**config.mk**
```make
export PLATFORM = sky130hd
export DESIGN_NAME = ueef_core
export DESIGN_NICKNAME = d
export VERILOG_FILES = /design/src/ueef_pkg.sv /design/src/ueef_axil_slave.sv /design/src/ueef_core.sv /design/src/ueef_flag_bank.sv
export SDC_FILE = /design/constraint.sdc
export NUM_CORES = 1
export LEC_CHECK = 0
export ABC_CLOCK_PERIOD_IN_PS = 4410
export BUFFER_PORTS_ARGS = -buffer_cell sky130_fd_sc_hd__buf_4
export CAP_MARGIN = 10
export CORE_ASPECT_RATIO = 2
export CORE_UTILIZATION = 50
export CTS_CLUSTER_DIAMETER = 100
export DETAILED_ROUTE_END_ITERATION = 8
export GPL_ROUTABILITY_DRIVEN = 0
export PLACE_DENSITY = 0.87
export SYNTH_ARGS = -nofsm -noshare
export SYNTH_HDL_FRONTEND = slang
export SYNTH_SLANG_ARGS = --single-unit
```
**constraint.sdc**
```tcl
create_clock -name clk_i -period 4.41 [get_ports clk_i]
set_clock_uncertainty 0.2 [all_clocks]
set_input_delay 0.2205 -clock clk_i [delete_from_list [all_inputs] [get_ports clk_i]]
set_output_delay 0.2205 -clock clk_i [all_outputs]
set_load 0.005 [all_outputs]
```
**src/ueef_pkg.sv**
```systemverilog
package ueef_pkg;

    localparam int unsigned EP_N     = 3;
    localparam int unsigned ADDR_W   = 12;

    // Register indices; byte address is four times the index's low ten bits
    localparam logic [31:0] TXEV_IDX  = 32'h5000_1814;
    localparam logic [31:0] TXMSK_IDX = 32'h5000_1816;
    localparam logic [31:0] RXEV_IDX  = 32'h5000_1818;
    localparam logic [31:0] IST_IDX   = 32'h5000_1830;
    localparam logic [31:0] IMSK_IDX  = 32'h5000_1832;

    // Field positions in the event and mask registers
    localparam int unsigned HI_LSB = 4;
    localparam int unsigned LO_LSB = 0;

    // Interrupt status bit positions
    localparam int unsigned IRQ_W        = 3;
    localparam int unsigned IRQ_TX_SUM   = 0;
    localparam int unsigned IRQ_RX_OVR   = 1;
    localparam int unsigned IRQ_EP0_DISC = 2;

    // Reset values
    localparam logic [6:0]       TXMSK_RST = 7'h00;
    localparam logic [IRQ_W-1:0] IMSK_RST  = 3'h0;
    localparam logic [EP_N-1:0]  FLAG_RST  = 3'h0;

    // Bus responses
    localparam logic [1:0] RESP_OKAY   = 2'h0;
    localparam logic [1:0] RESP_SLVERR = 2'h2;

    typedef struct packed {
        logic              wr;
        logic              rd;
        logic [ADDR_W-1:0] waddr;
        logic [ADDR_W-1:0] raddr;
        logic [31:0]       wdata;
        logic [3:0]        wstrb;
    } ueef_reg_req_s;

    typedef struct packed {
        logic [31:0] rdata;
        logic        rerr;
        logic        werr;
    } ueef_reg_rsp_s;

endpackage

```
**src/ueef_axil_slave.sv**
```systemverilog
`timescale 1ns/100ps
`default_nettype none

module ueef_axil_slave
    import ueef_pkg::*;
(
    input  wire logic              clk_i,
    input  wire logic              rst_n_i,
    input  wire logic [ADDR_W-1:0] awaddr_i,
    input  wire logic              awvalid_i,
    output var  logic              awready_o,
    input  wire logic [31:0]       wdata_i,
    input  wire logic [3:0]        wstrb_i,
    input  wire logic              wvalid_i,
    output var  logic              wready_o,
    output var  logic [1:0]        bresp_o,
    output var  logic              bvalid_o,
    input  wire logic              bready_i,
    input  wire logic [ADDR_W-1:0] araddr_i,
    input  wire logic              arvalid_i,
    output var  logic              arready_o,
    output var  logic [31:0]       rdata_o,
    output var  logic [1:0]        rresp_o,
    output var  logic              rvalid_o,
    input  wire logic              rready_i,
    output var  ueef_reg_req_s     req_o,
    input  wire ueef_reg_rsp_s     rsp_i
);

    logic [ADDR_W-1:0] awaddr_reg;
    logic [ADDR_W-1:0] araddr_reg;
    logic [31:0]       wdata_reg;
    logic [3:0]        wstrb_reg;
    logic              wr_go;
    logic              rd_go;

    // Both halves held and no response pending
    assign wr_go = !awready_o && !wready_o && !bvalid_o;
    assign rd_go = !arready_o && !rvalid_o;

    always_comb begin
        req_o       = '0;
        req_o.wr    = wr_go;
        req_o.rd    = rd_go;
        req_o.waddr = awaddr_reg;
        req_o.raddr = araddr_reg;
        req_o.wdata = wdata_reg;
        req_o.wstrb = wstrb_reg;
    end

    // Write address and data taken in either order
    always_ff @(posedge clk_i or negedge rst_n_i) begin
        if (!rst_n_i) begin
            awready_o  <= 1'b1;
            wready_o   <= 1'b1;
            awaddr_reg <= '0;
            wdata_reg  <= '0;
            wstrb_reg  <= '0;
        end else begin
            if (awvalid_i && awready_o) begin
                awready_o  <= 1'b0;
                awaddr_reg <= awaddr_i;
            end else if (bvalid_o && bready_i) begin
                awready_o <= 1'b1;
            end
            if (wvalid_i && wready_o) begin
                wready_o  <= 1'b0;
                wdata_reg <= wdata_i;
                wstrb_reg <= wstrb_i;
            end else if (bvalid_o && bready_i) begin
                wready_o <= 1'b1;
            end
        end
    end

    // Write response
    always_ff @(posedge clk_i or negedge rst_n_i) begin
        if (!rst_n_i) begin
            bvalid_o <= 1'b0;
            bresp_o  <= RESP_OKAY;
        end else if (wr_go) begin
            bvalid_o <= 1'b1;
            bresp_o  <= rsp_i.werr ? RESP_SLVERR : RESP_OKAY;
        end else if (bready_i) begin
            bvalid_o <= 1'b0;
        end
    end

    // Read address and data
    always_ff @(posedge clk_i or negedge rst_n_i) begin
        if (!rst_n_i) begin
            arready_o  <= 1'b1;
            araddr_reg <= '0;
            rvalid_o   <= 1'b0;
            rdata_o    <= '0;
            rresp_o    <= RESP_OKAY;
        end else begin
            if (arvalid_i && arready_o) begin
                arready_o  <= 1'b0;
                araddr_reg <= araddr_i;
            end else if (rvalid_o && rready_i) begin
                arready_o <= 1'b1;
            end
            if (rd_go) begin
                rvalid_o <= 1'b1;
                rdata_o  <= rsp_i.rdata;
                rresp_o  <= rsp_i.rerr ? RESP_SLVERR : RESP_OKAY;
            end else if (rready_i) begin
                rvalid_o <= 1'b0;
            end
        end
    end

endmodule

`default_nettype wire

```
**src/ueef_core.sv**
```systemverilog
// Operation
// RQ1: Tx underflow sets per-endpoint underrun flag
// RQ2: Tx status read clears underrun flag
// RQ3: Completed IN transaction sets done flag
// RQ4: Tx status read clears done flag
// RQ5: Unmasked tx flag drives tx summary
// RQ6: Rx overrun sets per-endpoint overrun flag
// RQ7: Rx event read clears overrun flags
// RQ8: Rx error or last sets complete flag
// RQ9: Rx status read clears complete flag
// RQ10: Freeze suspends every clear on read
// RQ11: Errored endpoint zero packets are discarded
// RQ12: Streaming software must check rx error flags
// RQ13: Reserved bits read zero, writes ignored
//
// Our own choice: the AXI4-Lite register port.
`timescale 1ns/100ps
`default_nettype none

module ueef_core
    import ueef_pkg::*;
(
    input  wire logic              clk_i,
    input  wire logic              rst_n_i,
    input  wire logic [ADDR_W-1:0] s_axi_awaddr_i,
    input  wire logic              s_axi_awvalid_i,
    output var  logic              s_axi_awready_o,
    input  wire logic [31:0]       s_axi_wdata_i,
    input  wire logic [3:0]        s_axi_wstrb_i,
    input  wire logic              s_axi_wvalid_i,
    output var  logic              s_axi_wready_o,
    output var  logic [1:0]        s_axi_bresp_o,
    output var  logic              s_axi_bvalid_o,
    input  wire logic              s_axi_bready_i,
    input  wire logic [ADDR_W-1:0] s_axi_araddr_i,
    input  wire logic              s_axi_arvalid_i,
    output var  logic              s_axi_arready_o,
    output var  logic [31:0]       s_axi_rdata_o,
    output var  logic [1:0]        s_axi_rresp_o,
    output var  logic              s_axi_rvalid_o,
    input  wire logic              s_axi_rready_i,
    input  wire logic              freeze_i,
    input  wire logic [EP_N-1:0]   tx_underrun_set_i,
    input  wire logic [EP_N-1:0]   tx_done_set_i,
    input  wire logic [EP_N-1:0]   tx_status_rd_i,
    input  wire logic [EP_N-1:0]   rx_overrun_set_i,
    input  wire logic [EP_N-1:0]   rx_err_i,
    input  wire logic [EP_N-1:0]   rx_last_i,
    input  wire logic [EP_N-1:0]   rx_status_rd_i,
    input  wire logic              ep0_rx_end_i,
    input  wire logic              ep0_rx_err_i,
    output var  logic              ep0_discard_o,
    output var  logic              ep0_accept_o,
    output var  logic              transmit_summary_event_o,
    output var  logic [EP_N-1:0]   tx_underrun_flags_o,
    output var  logic [EP_N-1:0]   tx_done_flags_o,
    output var  logic [EP_N-1:0]   rx_overrun_flags_o,
    output var  logic [EP_N-1:0]   rx_complete_flags_o,
    output var  logic              irq_o
);

    ueef_reg_req_s    req;
    ueef_reg_rsp_s    rsp;
    logic [6:0]       txmsk_reg;
    logic [IRQ_W-1:0] imsk_reg;
    logic [IRQ_W-1:0] ist;
    logic [IRQ_W-1:0] ist_set;
    logic [IRQ_W-1:0] ist_clr;
    logic [EP_N-1:0]  rx_err_reg;
    logic [EP_N-1:0]  rx_last_reg;
    logic [EP_N-1:0]  rxc_set;
    logic [EP_N-1:0]  tx_clr;
    logic [EP_N-1:0]  rxo_clr;
    logic [EP_N-1:0]  rxc_clr;
    logic [15:0]      txev;
    logic [15:0]      rxev;
    logic             sum_next;
    logic             rd_rxev;

    function automatic logic hit(input logic [ADDR_W-1:0] a, input logic [31:0] idx);
        hit = (a[ADDR_W-1:2] == idx[ADDR_W-3:0]);
    endfunction

    ueef_axil_slave u_bus (
        .clk_i     (clk_i),
        .rst_n_i   (rst_n_i),
        .awaddr_i  (s_axi_awaddr_i),
        .awvalid_i (s_axi_awvalid_i),
        .awready_o (s_axi_awready_o),
        .wdata_i   (s_axi_wdata_i),
        .wstrb_i   (s_axi_wstrb_i),
        .wvalid_i  (s_axi_wvalid_i),
        .wready_o  (s_axi_wready_o),
        .bresp_o   (s_axi_bresp_o),
        .bvalid_o  (s_axi_bvalid_o),
        .bready_i  (s_axi_bready_i),
        .araddr_i  (s_axi_araddr_i),
        .arvalid_i (s_axi_arvalid_i),
        .arready_o (s_axi_arready_o),
        .rdata_o   (s_axi_rdata_o),
        .rresp_o   (s_axi_rresp_o),
        .rvalid_o  (s_axi_rvalid_o),
        .rready_i  (s_axi_rready_i),
        .req_o     (req),
        .rsp_i     (rsp)
    );

    // Clear-on-read strobes, all held off by freeze
    assign rd_rxev = req.rd && hit(req.raddr, RXEV_IDX);
    assign tx_clr  = freeze_i ? '0 : tx_status_rd_i;                 // RQ2 RQ4 RQ10
    assign rxo_clr = (rd_rxev && !freeze_i) ? '1 : '0;               // RQ7 RQ10
    assign rxc_clr = freeze_i ? '0 : rx_status_rd_i;                 // RQ9 RQ10

    // Error or last flag becoming one
    always_ff @(posedge clk_i or negedge rst_n_i) begin
        if (!rst_n_i) begin
            rx_err_reg  <= FLAG_RST;
            rx_last_reg <= FLAG_RST;
        end else begin
            rx_err_reg  <= rx_err_i;
            rx_last_reg <= rx_last_i;
        end
    end

    assign rxc_set = (rx_err_i & ~rx_err_reg) | (rx_last_i & ~rx_last_reg);   // RQ8

    ueef_flag_bank #(.W(EP_N)) u_txu (
        .clk_i   (clk_i),
        .rst_n_i (rst_n_i),
        .set_i   (tx_underrun_set_i),                                // RQ1
        .clr_i   (tx_clr),
        .flags_o (tx_underrun_flags_o)
    );

    ueef_flag_bank #(.W(EP_N)) u_txd (
        .clk_i   (clk_i),
        .rst_n_i (rst_n_i),
        .set_i   (tx_done_set_i),                                    // RQ3
        .clr_i   (tx_clr),
        .flags_o (tx_done_flags_o)
    );

    ueef_flag_bank #(.W(EP_N)) u_rxo (
        .clk_i   (clk_i),
        .rst_n_i (rst_n_i),
        .set_i   (rx_overrun_set_i),                                 // RQ6
        .clr_i   (rxo_clr),
        .flags_o (rx_overrun_flags_o)
    );

    ueef_flag_bank #(.W(EP_N)) u_rxc (
        .clk_i   (clk_i),
        .rst_n_i (rst_n_i),
        .set_i   (rxc_set),
        .clr_i   (rxc_clr),
        .flags_o (rx_complete_flags_o)
    );

    // Event register images, reserved bits zero
    always_comb begin
        txev = '0;
        rxev = '0;
        txev[HI_LSB +: EP_N] = tx_underrun_flags_o;                  // RQ13
        txev[LO_LSB +: EP_N] = tx_done_flags_o;
        rxev[HI_LSB +: EP_N] = rx_overrun_flags_o;
        rxev[LO_LSB +: EP_N] = rx_complete_flags_o;
    end

    // Transmit mask, reserved bit dropped
    always_ff @(posedge clk_i or negedge rst_n_i) begin
        if (!rst_n_i) begin
            txmsk_reg <= TXMSK_RST;
        end else if (req.wr && req.wstrb[0] && hit(req.waddr, TXMSK_IDX)) begin
            txmsk_reg <= req.wdata[6:0] & 7'h77;                     // RQ13
        end
    end

    // Transmit summary
    assign sum_next = |(txev[6:0] & txmsk_reg);                      // RQ5

    always_ff @(posedge clk_i or negedge rst_n_i) begin
        if (!rst_n_i) begin
            transmit_summary_event_o <= 1'b0;
        end else begin
            transmit_summary_event_o <= sum_next;                    // RQ5
        end
    end

    // Endpoint zero packet verdict
    always_ff @(posedge clk_i or negedge rst_n_i) begin
        if (!rst_n_i) begin
            ep0_discard_o <= 1'b0;
            ep0_accept_o  <= 1'b0;
        end else begin
            ep0_discard_o <= ep0_rx_end_i && ep0_rx_err_i;           // RQ11
            ep0_accept_o  <= ep0_rx_end_i && !ep0_rx_err_i;          // RQ11
        end
    end

    // Interrupt status, mask and output
    always_comb begin
        ist_set               = '0;
        ist_set[IRQ_TX_SUM]   = sum_next && !transmit_summary_event_o;
        ist_set[IRQ_RX_OVR]   = |rx_overrun_set_i;
        ist_set[IRQ_EP0_DISC] = ep0_rx_end_i && ep0_rx_err_i;
        ist_clr               = '0;
        if (req.wr && req.wstrb[0] && hit(req.waddr, IST_IDX)) begin
            ist_clr = req.wdata[IRQ_W-1:0];
        end
    end

    ueef_flag_bank #(.W(IRQ_W)) u_ist (
        .clk_i   (clk_i),
        .rst_n_i (rst_n_i),
        .set_i   (ist_set),
        .clr_i   (ist_clr),
        .flags_o (ist)
    );

    always_ff @(posedge clk_i or negedge rst_n_i) begin
        if (!rst_n_i) begin
            imsk_reg <= IMSK_RST;
        end else if (req.wr && req.wstrb[0] && hit(req.waddr, IMSK_IDX)) begin
            imsk_reg <= req.wdata[IRQ_W-1:0];
        end
    end

    always_ff @(posedge clk_i or negedge rst_n_i) begin
        if (!rst_n_i) begin
            irq_o <= 1'b0;
        end else begin
            irq_o <= |(ist & imsk_reg);
        end
    end

    // Read mux and decode errors
    always_comb begin
        rsp      = '0;
        rsp.rerr = 1'b0;
        if (hit(req.raddr, TXEV_IDX)) begin
            rsp.rdata[15:0] = txev;
        end else if (hit(req.raddr, TXMSK_IDX)) begin
            rsp.rdata[6:0] = txmsk_reg;
        end else if (hit(req.raddr, RXEV_IDX)) begin
            rsp.rdata[15:0] = rxev;
        end else if (hit(req.raddr, IST_IDX)) begin
            rsp.rdata[IRQ_W-1:0] = ist;
        end else if (hit(req.raddr, IMSK_IDX)) begin
            rsp.rdata[IRQ_W-1:0] = imsk_reg;
        end else begin
            rsp.rerr = 1'b1;
        end
        rsp.werr = !(hit(req.waddr, TXMSK_IDX) || hit(req.waddr, IST_IDX)
                     || hit(req.waddr, IMSK_IDX) || hit(req.waddr, TXEV_IDX)
                     || hit(req.waddr, RXEV_IDX));
    end

    for (genvar i = 0; i < EP_N; i++) begin : g_chk

    end
endmodule

`default_nettype wire

```
**src/ueef_flag_bank.sv**
```systemverilog
`timescale 1ns/100ps
`default_nettype none

module ueef_flag_bank
    import ueef_pkg::*;
#(
    parameter int unsigned W = 3
) (
    input  wire logic         clk_i,
    input  wire logic         rst_n_i,
    input  wire logic [W-1:0] set_i,
    input  wire logic [W-1:0] clr_i,
    output var  logic [W-1:0] flags_o
);

    logic [W-1:0] flags_reg;

    // Sticky flags, a set in the clearing cycle wins
    always_ff @(posedge clk_i or negedge rst_n_i) begin
        if (!rst_n_i) begin
            flags_reg <= '0;
        end else begin
            flags_reg <= (flags_reg & ~clr_i) | set_i;
        end
    end

    assign flags_o = flags_reg;

endmodule

`default_nettype wire

```
Word level (Yosys, flattened, before mapping) --
Cells that the tools add are included.
Storage, ports and cells: bits in latches 0, word-level logic and storage cells 120, input port bits 91, output and inout bits 57, memories 0, bits in registers 91, ROM bits 0, RAM bits 0
Cells by class: $mul 0, eq/ne operators 10, shift-type cells 0, divide/modulo/power cells 0, reductions and logical operators 37, add/sub/neg operators 0, mux-type cells 27, order comparisons 0, bitwise logic cells 21
Operators with widths (number):
- 10-bit by 5-bit equality test with 1-bit output (second input constant) | 6
- 10-bit by 6-bit equality test with 1-bit output (second input constant) | 4
- 3-bit bitwise AND | 8
- 3-bit two-way mux | 7
- 3-bit NOT | 6
- 3-bit OR | 6
- 1-bit logical AND | 17
- 16-bit two-way mux | 1
- 1-bit two-way mux | 14
- 2-bit nonzero test | 5
- 9-bit two-way mux | 1
- 1-bit zero test | 8
- 7-bit bitwise AND | 1
- 7-bit two-way mux | 1
- 7-bit OR reduction | 1
- 3-bit OR reduction | 2
- 1-bit logical OR | 4
- 2-bit two-way mux | 2
- 4-bit two-way mux | 1

Logic depth before layout (Yosys ltp) --
Gate-level depths: netlist of run 1.
word-level depth 9, depth in mapped cells 5

Hierarchy --
Synthesis of run 1 repeated with hierarchy kept, for this count alone.
Unflattened totals: cells, all modules 388, area total of the unflattened synthesis 5555.3 um^2
Modules (own cells, without submodules):
- ueef_axil_slave | cells an instance 219, area each 3772.4 um^2, times used 1, seq. area each 2481.1 um^2
- ueef_core | cells an instance 124, area each 1238.7 um^2, times used 1, seq. area each 475.5 um^2
- ueef_flag_bank | cells an instance 9, area each 108.9 um^2, times used 5, seq. area each 75.1 um^2

Worst setup path before layout of run 1 --
Ideal clock, no wire load.
path type register -> register, start register u_bus.awaddr_reg[2], end register imsk_reg[1], data arrival time 1.661 ns, cell stages (with the launch flop) 5, required time 4.085 ns, setup slack 2.424 ns, setup time 0.125 ns, path buffers 0, cell sequence dfrtp_1 > or4b_4 > nand4bb_4 > or2_4 > mux2_4
Between the ends: longest elaborated chain between the ends 2
RTL lines:
- start, declared | line ueef_axil_slave.sv:30 | logic [ADDR_W-1:0] awaddr_reg;
- start signal, assigned | line ueef_axil_slave.sv:62 | awaddr_reg <= awaddr_i;
- 10-bit by 6-bit equality test with 1-bit output | line ueef_core.sv:81 | hit = (a[ADDR_W-1:2] == idx[ADDR_W-3:0]);
- 1-bit logical AND | line ueef_core.sv:223 | end else if (req.wr && req.wstrb[0] && hit(req.waddr, IMSK_IDX)) begin
- end signal, assigned | line ueef_core.sv:224 | imsk_reg <= req.wdata[IRQ_W-1:0];
- end, declared | line ueef_core.sv:65 | logic [IRQ_W-1:0] imsk_reg;
Every way passes these cells. A chain may end at the register's enable or synchronous reset.

Worst setup path in the final report of run 1 --
start register u_bus.awaddr_reg[9], end register txmsk_reg[2]
Between the ends: longest elaborated chain between the ends 2
RTL lines:
- 10-bit by 5-bit equality test with 1-bit output | line ueef_core.sv:81
- 1-bit logical AND | line ueef_core.sv:173 | end else if (req.wr && req.wstrb[0] && hit(req.waddr, TXMSK_IDX)) begin
- end signal, assigned | line ueef_core.sv:174 | txmsk_reg <= req.wdata[6:0] & 7'h77;
- end, declared | line ueef_core.sv:64 | logic [6:0] txmsk_reg;
Every way passes these cells.

==> results.sh, run 1 <==
export IMPL_status="finished, final reports clean"
export IMPL_wl_microns=8430
export IMPL_antenna_cells=0
export IMPL_synth_top_cell_by_area="dfrtp_1"
export IMPL_initial_core_util_pct=52.7
export IMPL_yosysMostFrequentCell="dfrtp_1"
export IMPL_htree_levels=3
export IMPL_use_met2_pct=47.1
export IMPL_p_per_area_nw_per_um2=460
export IMPL_rows=41
export IMPL_hp_class="in2reg"
export IMPL_worst_slew_pin_slew_ns=0.919
export IMPL_place_area_sq_um=3970
export IMPL_required_ns=4.43
export IMPL_die_area_sq_um=7050
export IMPL_synth_edff_count=0
export IMPL_multi_input_area_sq_um=1310
export IMPL_clkLatencyLatePin_ns=0.34
export IMPL_via_per_inst=5.18
export IMPL_timing_final_ws_setup_ns=2.24
export IMPL_ys_types=42
export IMPL_cts_root_buf="clkbuf_16"
export IMPL_grt_max_degree=75
export IMPL_synthArstFlopShare_pct=100
export IMPL_first_pass_iters=4
export IMPL_clk_pin_slew_worst_paths_ns=0.06
export IMPL_grt_met3_usage_pct=6.70
export IMPL_fp_dieH_microns=118
export IMPL_regArea_sq_um=1860
export IMPL_worstSetupPathType="reg2reg"
export IMPL_drt_initial_drc_count=100
export IMPL_cp_arrival_ns=2.18
export IMPL_fp_dieW_microns=59.9
export IMPL_synth_top_area_share_pct=53.0
export IMPL_final_net_count=511
export IMPL_netlist_top_cells_area="dfrtp_1 53%, mux2_2 12%, buf_4 6.3%, dfstp_2 2.4%, a21o_1 2.2%"
export IMPL_fill_cells=416
export IMPL_cap_violations=0
export IMPL_slew_headroom_pct=38.8
export IMPL_crit_chain="or4b_4 -> nor2_1 -> and4_1 -> mux2_2"
export IMPL_avgSynthCellArea_sq_um=12.3
export IMPL_critical_path_top_delay_family="simple AND/OR/NAND/NOR gates"
export IMPL_vias=2645
export IMPL_remaining_drc_errors=0
export IMPL_period_share_pct=49.2
export IMPL_ys_seq_elements=74
export IMPL_synth_flop_cell="dfrtp_1"
export IMPL_dp_slack_ns=2.30
export IMPL_synth_warnings=0
export IMPL_critPathMaxStageDelay_ns=0.53
export IMPL_finish_instance_area_sq_um=4800
export IMPL_grt_pass1_vias=2779
export IMPL_cp_end_kind="flip-flop"
export IMPL_yosysSeqAreaShare_pct=55.4
export IMPL_timing_final_crit_period_ns=2.17
export IMPL_setup_tns_ns=0
export IMPL_synth_common_cells="71 x dfrtp_1, 36 x mux2_2, 28 x buf_4"
export IMPL_syn2layout_area_growth_pct=43.2
export IMPL_ant_nets=0
export IMPL_grt_remaining_overflow=0
export IMPL_peakVddDrop_mv=0.496
export IMPL_clock_sinks=74
export IMPL_layout_cells_non_filler=511
export IMPL_drt_wirelength_per_cell_microns=16.5
export IMPL_grt_pass1_wl_microns=13500
export IMPL_antenna_found_initial=0
export IMPL_cp_max_fo=6
export IMPL_critical_path_slowest_cell="or4b_4"
export IMPL_report_final_hold_viol_count=0
export IMPL_grt_setup_unrepaired="no"
export IMPL_slew_viol_final=0
export IMPL_p_leak_nw=2.23
export IMPL_fmax_mhz=461
export IMPL_cts_tree="done"
export IMPL_path_buf_inv=0
export IMPL_post_dp_hpwl_microns=5390
export IMPL_clock_path_buffers=2
export IMPL_dp_cells=439
export IMPL_portBuffers=86
export IMPL_finalPower_mw=2.21
export IMPL_setup_viol=0
export IMPL_grtUsageMet1_pct=27.0
export IMPL_io_pins=148
export IMPL_synth_cells=273
export IMPL_grt_busiest_layer="met2"
export IMPL_syn_area_sq_um=3350
export IMPL_cts_buffers=9
export IMPL_core_area_sq_um=6360
export IMPL_start_kind="flip-flop"
export IMPL_gr_usage_all_layers_pct=26.7
export IMPL_drive_gt1_share_pct=34.4
==> stage by stage <==
| stage | hold slack (ns) | util, % |
|---|---|---|
| 2_1_floorplan | -0.275 | - |
| 3_3_place_gp | 0.139 | 62.5 |
| 3_5_place_dp | 0.141 | 62.5 |
| 4_1_cts | 0.00827 | 75.4 |
| 5_1_grt | 0.0308 | 75.4 |
| 6_report | 0.0207 | 75.4 |
==> repair_timing <==
| action | in CTS | in global routing |
|---|---|---|
| hold endpoints to repair | 125 | 0 |
| gates resized for setup | 0 | 0 |
| setup buffers | 0 | 0 |
| hold buffers | 56 | 0 |
==> kinds of logic (layout without fill, tap and decap cells) <==
group                     after synthesis  in the layout  share of synthesized area, %
buffers and inverters                  47            172                          8.44
AOI/OAI and AO/OA                      52             52                          10.5
other                                   1             28                         0.112
xor gates and xnor gates                1              1                         0.262
DFF                                    74             74                          55.4
muxes                                  42             42                          14.2
and+or+nand+nor                        56             56                          11.1
==> per-layer routing <==
layer  up-vias  routed length, microns
met5         -                       0
met4         0                     306
met3        24                     394
met2       122                    4920
met1      1286                    2810
li1       1213                       -
==> layout by cell type, fill, tap and decap left out, types with 2 or more instances in the layout <==
cell,synthesis,routed
buf_4,28,86
mux2_4,2,2
nor3b_1,2,2
a21oi_1,5,5
or2_2,3,3
a22oi_1,6,6
nor2_1,9,9
clkbuf_16,0,9
o221ai_1,3,3
nor2b_1,3,3
o21ai_0,10,10
dfrtp_1,71,71
mux2i_1,4,4
nand3_1,3,3
dlygate4sd3_1,0,56
nand2_1,12,12
clkbuf_1,4,6
mux2_2,36,36
nand3b_1,4,4
a32oi_1,3,3
conb_1,1,28
a21o_1,10,10
nand2b_1,7,7
inv_1,14,14
dfstp_2,3,3
a31oi_1,7,7
o31ai_1,6,6
==> final timing paths <==
| check | startpoint | endpoint | slack (ns) | cells after the start |
|---|---|---|---|---|
| max in group asynchronous | rst_n_i | u_bus.araddr_reg[10]$_DFFE_PN0P_ | 3.05 | 2 |
| min in group asynchronous | rst_n_i | ep0_accept_o$_DFF_PN0_ | 0.35 | 2 |
| hold / removal | tx_status_rd_i[2] | u_txd.flags_o[2]$_DFF_PN0_ | 0.02 | 3 |
| setup / recovery | u_bus.awaddr_reg[9]$_DFFE_PN0P_ | txmsk_reg[2]$_DFFE_PN0P_ | 2.24 | 4 |
| setup reg to reg | u_bus.awaddr_reg[9]$_DFFE_PN0P_ | txmsk_reg[2]$_DFFE_PN0P_ | 2.24 | 4 |
| hold reg to reg | rx_last_reg[1]$_DFF_PN0_ | u_rxc.flags_o[1]$_DFF_PN0_ | 0.27 | 1 |
==> power breakdown <==
group | internal (mW) | switching (mW) | total, mW
Combinational | 0.326 | 0.214 | 0.540
Clock | 0.397 | 0.258 | 0.656
Sequential | 0.841 | 0.170 | 1.01
==> layout make-up <==
class / instances / share of cell area (%)
flip-flops and latches: 74 / 38.7
multi-input cells: 179 / 27.4
repair buffers: 142 / 25.2
clock buffers: 16 / 5.45
well taps: 86 / 2.24
inverters: 14 / 1.10
==> worst min-delay path: cells and delay by family <==
family | cells | cell delay, ns
AO/OA/AOI/OAI | 1 | 0.11
AND/OR/NAND/NOR | 1 | 0.09
buffers and inverters | 1 | 0.11
Note: power is estimated with default switching activity, not from simulation.
==> inputs of run 2 (changes only) <==
--- a/config.mk
+++ b/config.mk
@@ -5,15 +5,15 @@
 export SDC_FILE = /design/constraint.sdc
 export NUM_CORES = 1
 export LEC_CHECK = 0
-export ABC_CLOCK_PERIOD_IN_PS = 4410
+export ABC_CLOCK_PERIOD_IN_PS = 1810
 export BUFFER_PORTS_ARGS = -buffer_cell sky130_fd_sc_hd__buf_4
 export CAP_MARGIN = 10
 export CORE_ASPECT_RATIO = 2
-export CORE_UTILIZATION = 50
+export CORE_UTILIZATION = 43
 export CTS_CLUSTER_DIAMETER = 100
 export DETAILED_ROUTE_END_ITERATION = 8
 export GPL_ROUTABILITY_DRIVEN = 0
-export PLACE_DENSITY = 0.87
+export PLACE_DENSITY = 0.8
 export SYNTH_ARGS = -nofsm -noshare
 export SYNTH_HDL_FRONTEND = slang
 export SYNTH_SLANG_ARGS = --single-unit
==> constraint.sdc (replaced) <==
create_clock -name clk_i -period 1.81 [get_ports clk_i]
set_clock_uncertainty 0.2 [all_clocks]
set_input_delay 0.0905 -clock clk_i [delete_from_list [all_inputs] [get_ports clk_i]]
set_output_delay 0.0905 -clock clk_i [all_outputs]
set_load 0.005 [all_outputs]
==> run 2 against run 1 <==
Effect of this change:
- the flow now finishes with violations (setup timing)
- routed wire length rose by 2.6%
- flip-flop and latch count unchanged
- sequential share of layout area fell by 1.9 points
- hold slack gained 0.047 ns
- sequential power up 140%
- critical path type unchanged
- final area increased by 5.2%
- utilization is 8.5 points lower
- highest routed layer unchanged
==> results.sh, run 2 (synthesized netlist as in run 1, its figures left out) <==
export IMPL_grt_max_degree=60
export IMPL_most_common_layout_cells="96 x buf_4, 71 x dfrtp_1, 68 x dlygate4sd3_1"
export IMPL_clkLatencyLatePin_ns=0.33
export IMPL_cp_max_fo=3
export IMPL_period_share_pct=111
export IMPL_p_leak_nw=2.35
export IMPL_wl_microns=8650
export IMPL_dp_slack_ns=-0.284
export IMPL_slew_headroom_pct=58.5
export IMPL_required_ns=1.83
export IMPL_antenna_found_initial=0
export IMPL_final_net_count=534
export IMPL_fmax_mhz=498
export IMPL_cts_tree="done"
export IMPL_critPathMaxStageDelay_ns=0.54
export IMPL_report_final_hold_viol_count=0
export IMPL_dp_cells=458
export IMPL_clock_sinks=74
export IMPL_drt_initial_drc_count=64
export IMPL_initial_core_util_pct=44.4
export IMPL_violations="setup timing"
export IMPL_fill_cells=552
export IMPL_drive_gt1_share_pct=36.6
export IMPL_post_dp_hpwl_microns=5620
export IMPL_grt_pass1_wl_microns=14000
export IMPL_multi_input_area_sq_um=1330
export IMPL_core_area_sq_um=7540
export IMPL_gr_usage_all_layers_pct=23.2
export IMPL_setup_viol=11
export IMPL_peakVddDrop_mv=1.03
export IMPL_grt_setup_unrepaired="yes"
export IMPL_p_per_area_nw_per_um2=1090
export IMPL_htree_levels=3
export IMPL_final_common_cell="buf_4"
export IMPL_drt_wirelength_per_cell_microns=16.0
export IMPL_vias=2736
export IMPL_cp_end_kind="flip-flop"
export IMPL_antenna_cells=0
export IMPL_die_area_sq_um=8170
export IMPL_grt_pass1_vias=2938
export IMPL_io_pins=148
export IMPL_grt_remaining_overflow=0
export IMPL_path_buf_inv=0
export IMPL_cts_root_buf="clkbuf_16"
export IMPL_crit_chain="or4b_4 -> nand4bb_4 -> or2_4 -> mux2_4"
export IMPL_layout_cells_non_filler=542
export IMPL_cap_violations=0
export IMPL_ant_nets=0
export IMPL_timing_final_ws_setup_ns=-0.198
export IMPL_syn2layout_area_growth_pct=50.6
export IMPL_critical_path_slowest_cell="or4b_4"
export IMPL_clock_path_buffers=2
export IMPL_slew_viol_final=0
export IMPL_cp_arrival_ns=2.02
export IMPL_portBuffers=86
export IMPL_critical_path_top_delay_family="simple AND/OR/NAND/NOR gates"
export IMPL_fp_dieW_microns=64.4
export IMPL_remaining_drc_errors=0
export IMPL_worstSetupPathType="reg2reg"
export IMPL_hp_class="in2async"
export IMPL_timing_final_crit_period_ns=2.01
export IMPL_fp_dieH_microns=127
export IMPL_regArea_sq_um=1860
export IMPL_via_per_inst=5.05
export IMPL_rows=45
export IMPL_status="finished with violations"
export IMPL_clk_pin_slew_worst_paths_ns=0.06
export IMPL_finalPower_mw=5.50
export IMPL_cts_buffers=9
export IMPL_worst_slew_pin_slew_ns=0.621
export IMPL_first_pass_iters=4
export IMPL_holdWs_ns=0.0682
export IMPL_start_kind="flip-flop"
## run 2: changes by cell type in the layout (fill, tap and decap cells not counted), sizes merged
cell / previous run / this run
dlygate4sd3: 56 / 68
clkinv: 0 / 3
clkbuf: 16 / 13
buf: 86 / 97
## run 2: final timing paths
kind,from,to,slack [ns],depth (start not counted)
max reg2reg,u_bus.awaddr_reg[2]$_DFFE_PN0P_,imsk_reg[2]$_DFFE_PN0P_,-0.20,4
max in group asynchronous,rst_n_i,u_bus.araddr_reg[2]$_DFFE_PN0P_,0.31,3
min in group clk_i,rx_err_i[0],rx_err_reg[0]$_DFF_PN0_,0.21,2
max,u_bus.awaddr_reg[2]$_DFFE_PN0P_,imsk_reg[2]$_DFFE_PN0P_,-0.20,4
min reg2reg,rx_last_reg[2]$_DFF_PN0_,u_rxc.flags_o[2]$_DFF_PN0_,0.28,1
min,rst_n_i,u_bus.arready_o$_DFFE_PN1P_,0.07,2
## run 2: metal layers
layer	track usage, %	part of all wire, %	up-vias
met5	0	0	-
met4	15.2	5.1	0
met3	6.03	4.7	34
met2	41.4	56	106
met1	23.0	34	1342
li1	-	-	1254
## run 2: power by group
group	leakage, nW	internal, mW	switching (mW)
registers	0.866	2.05	0.357
logic	1.35	0.910	0.593
clock network	0.133	0.958	0.634
total	2.35	3.92	1.59
## run 2: timing repair
action / in CTS / in global routing
setup buffers: 0 / 0
gates cloned: 0 / 0
hold buffers: 68 / 0
setup endpoints to repair: 10 / 18
pin swaps: 1 / 1
endpoints found under the hold margin: 126 / 0
resized for setup: 3 / 2
## run 2: metrics by stage
| step | cell area, sq um | TNS, ns | util, % |
|---|---|---|---|
| after floorplan | 3470 | -1.12 | - |
| after global placement | 4080 | -1.87 | 54.1 |
| after detailed placement | 4080 | -2.20 | 54.1 |
| after CTS | 5030 | -1.56 | 66.7 |
| after global routing | 5040 | -2.37 | 66.8 |
| final | 5040 | -1.62 | 66.8 |
## run 2: layout make-up
| cell class | count | share of cell area, % |
|---|---|---|
| Clock inverter | 3 | 0.298 |
| Multi-Input combinational cell | 179 | 26.4 |
| Clock buffer | 13 | 4.96 |
| Sequential cell | 74 | 36.8 |
| Inverter | 14 | 1.04 |
| Timing Repair Buffer | 165 | 28.2 |
| Tap cell | 94 | 2.33 |
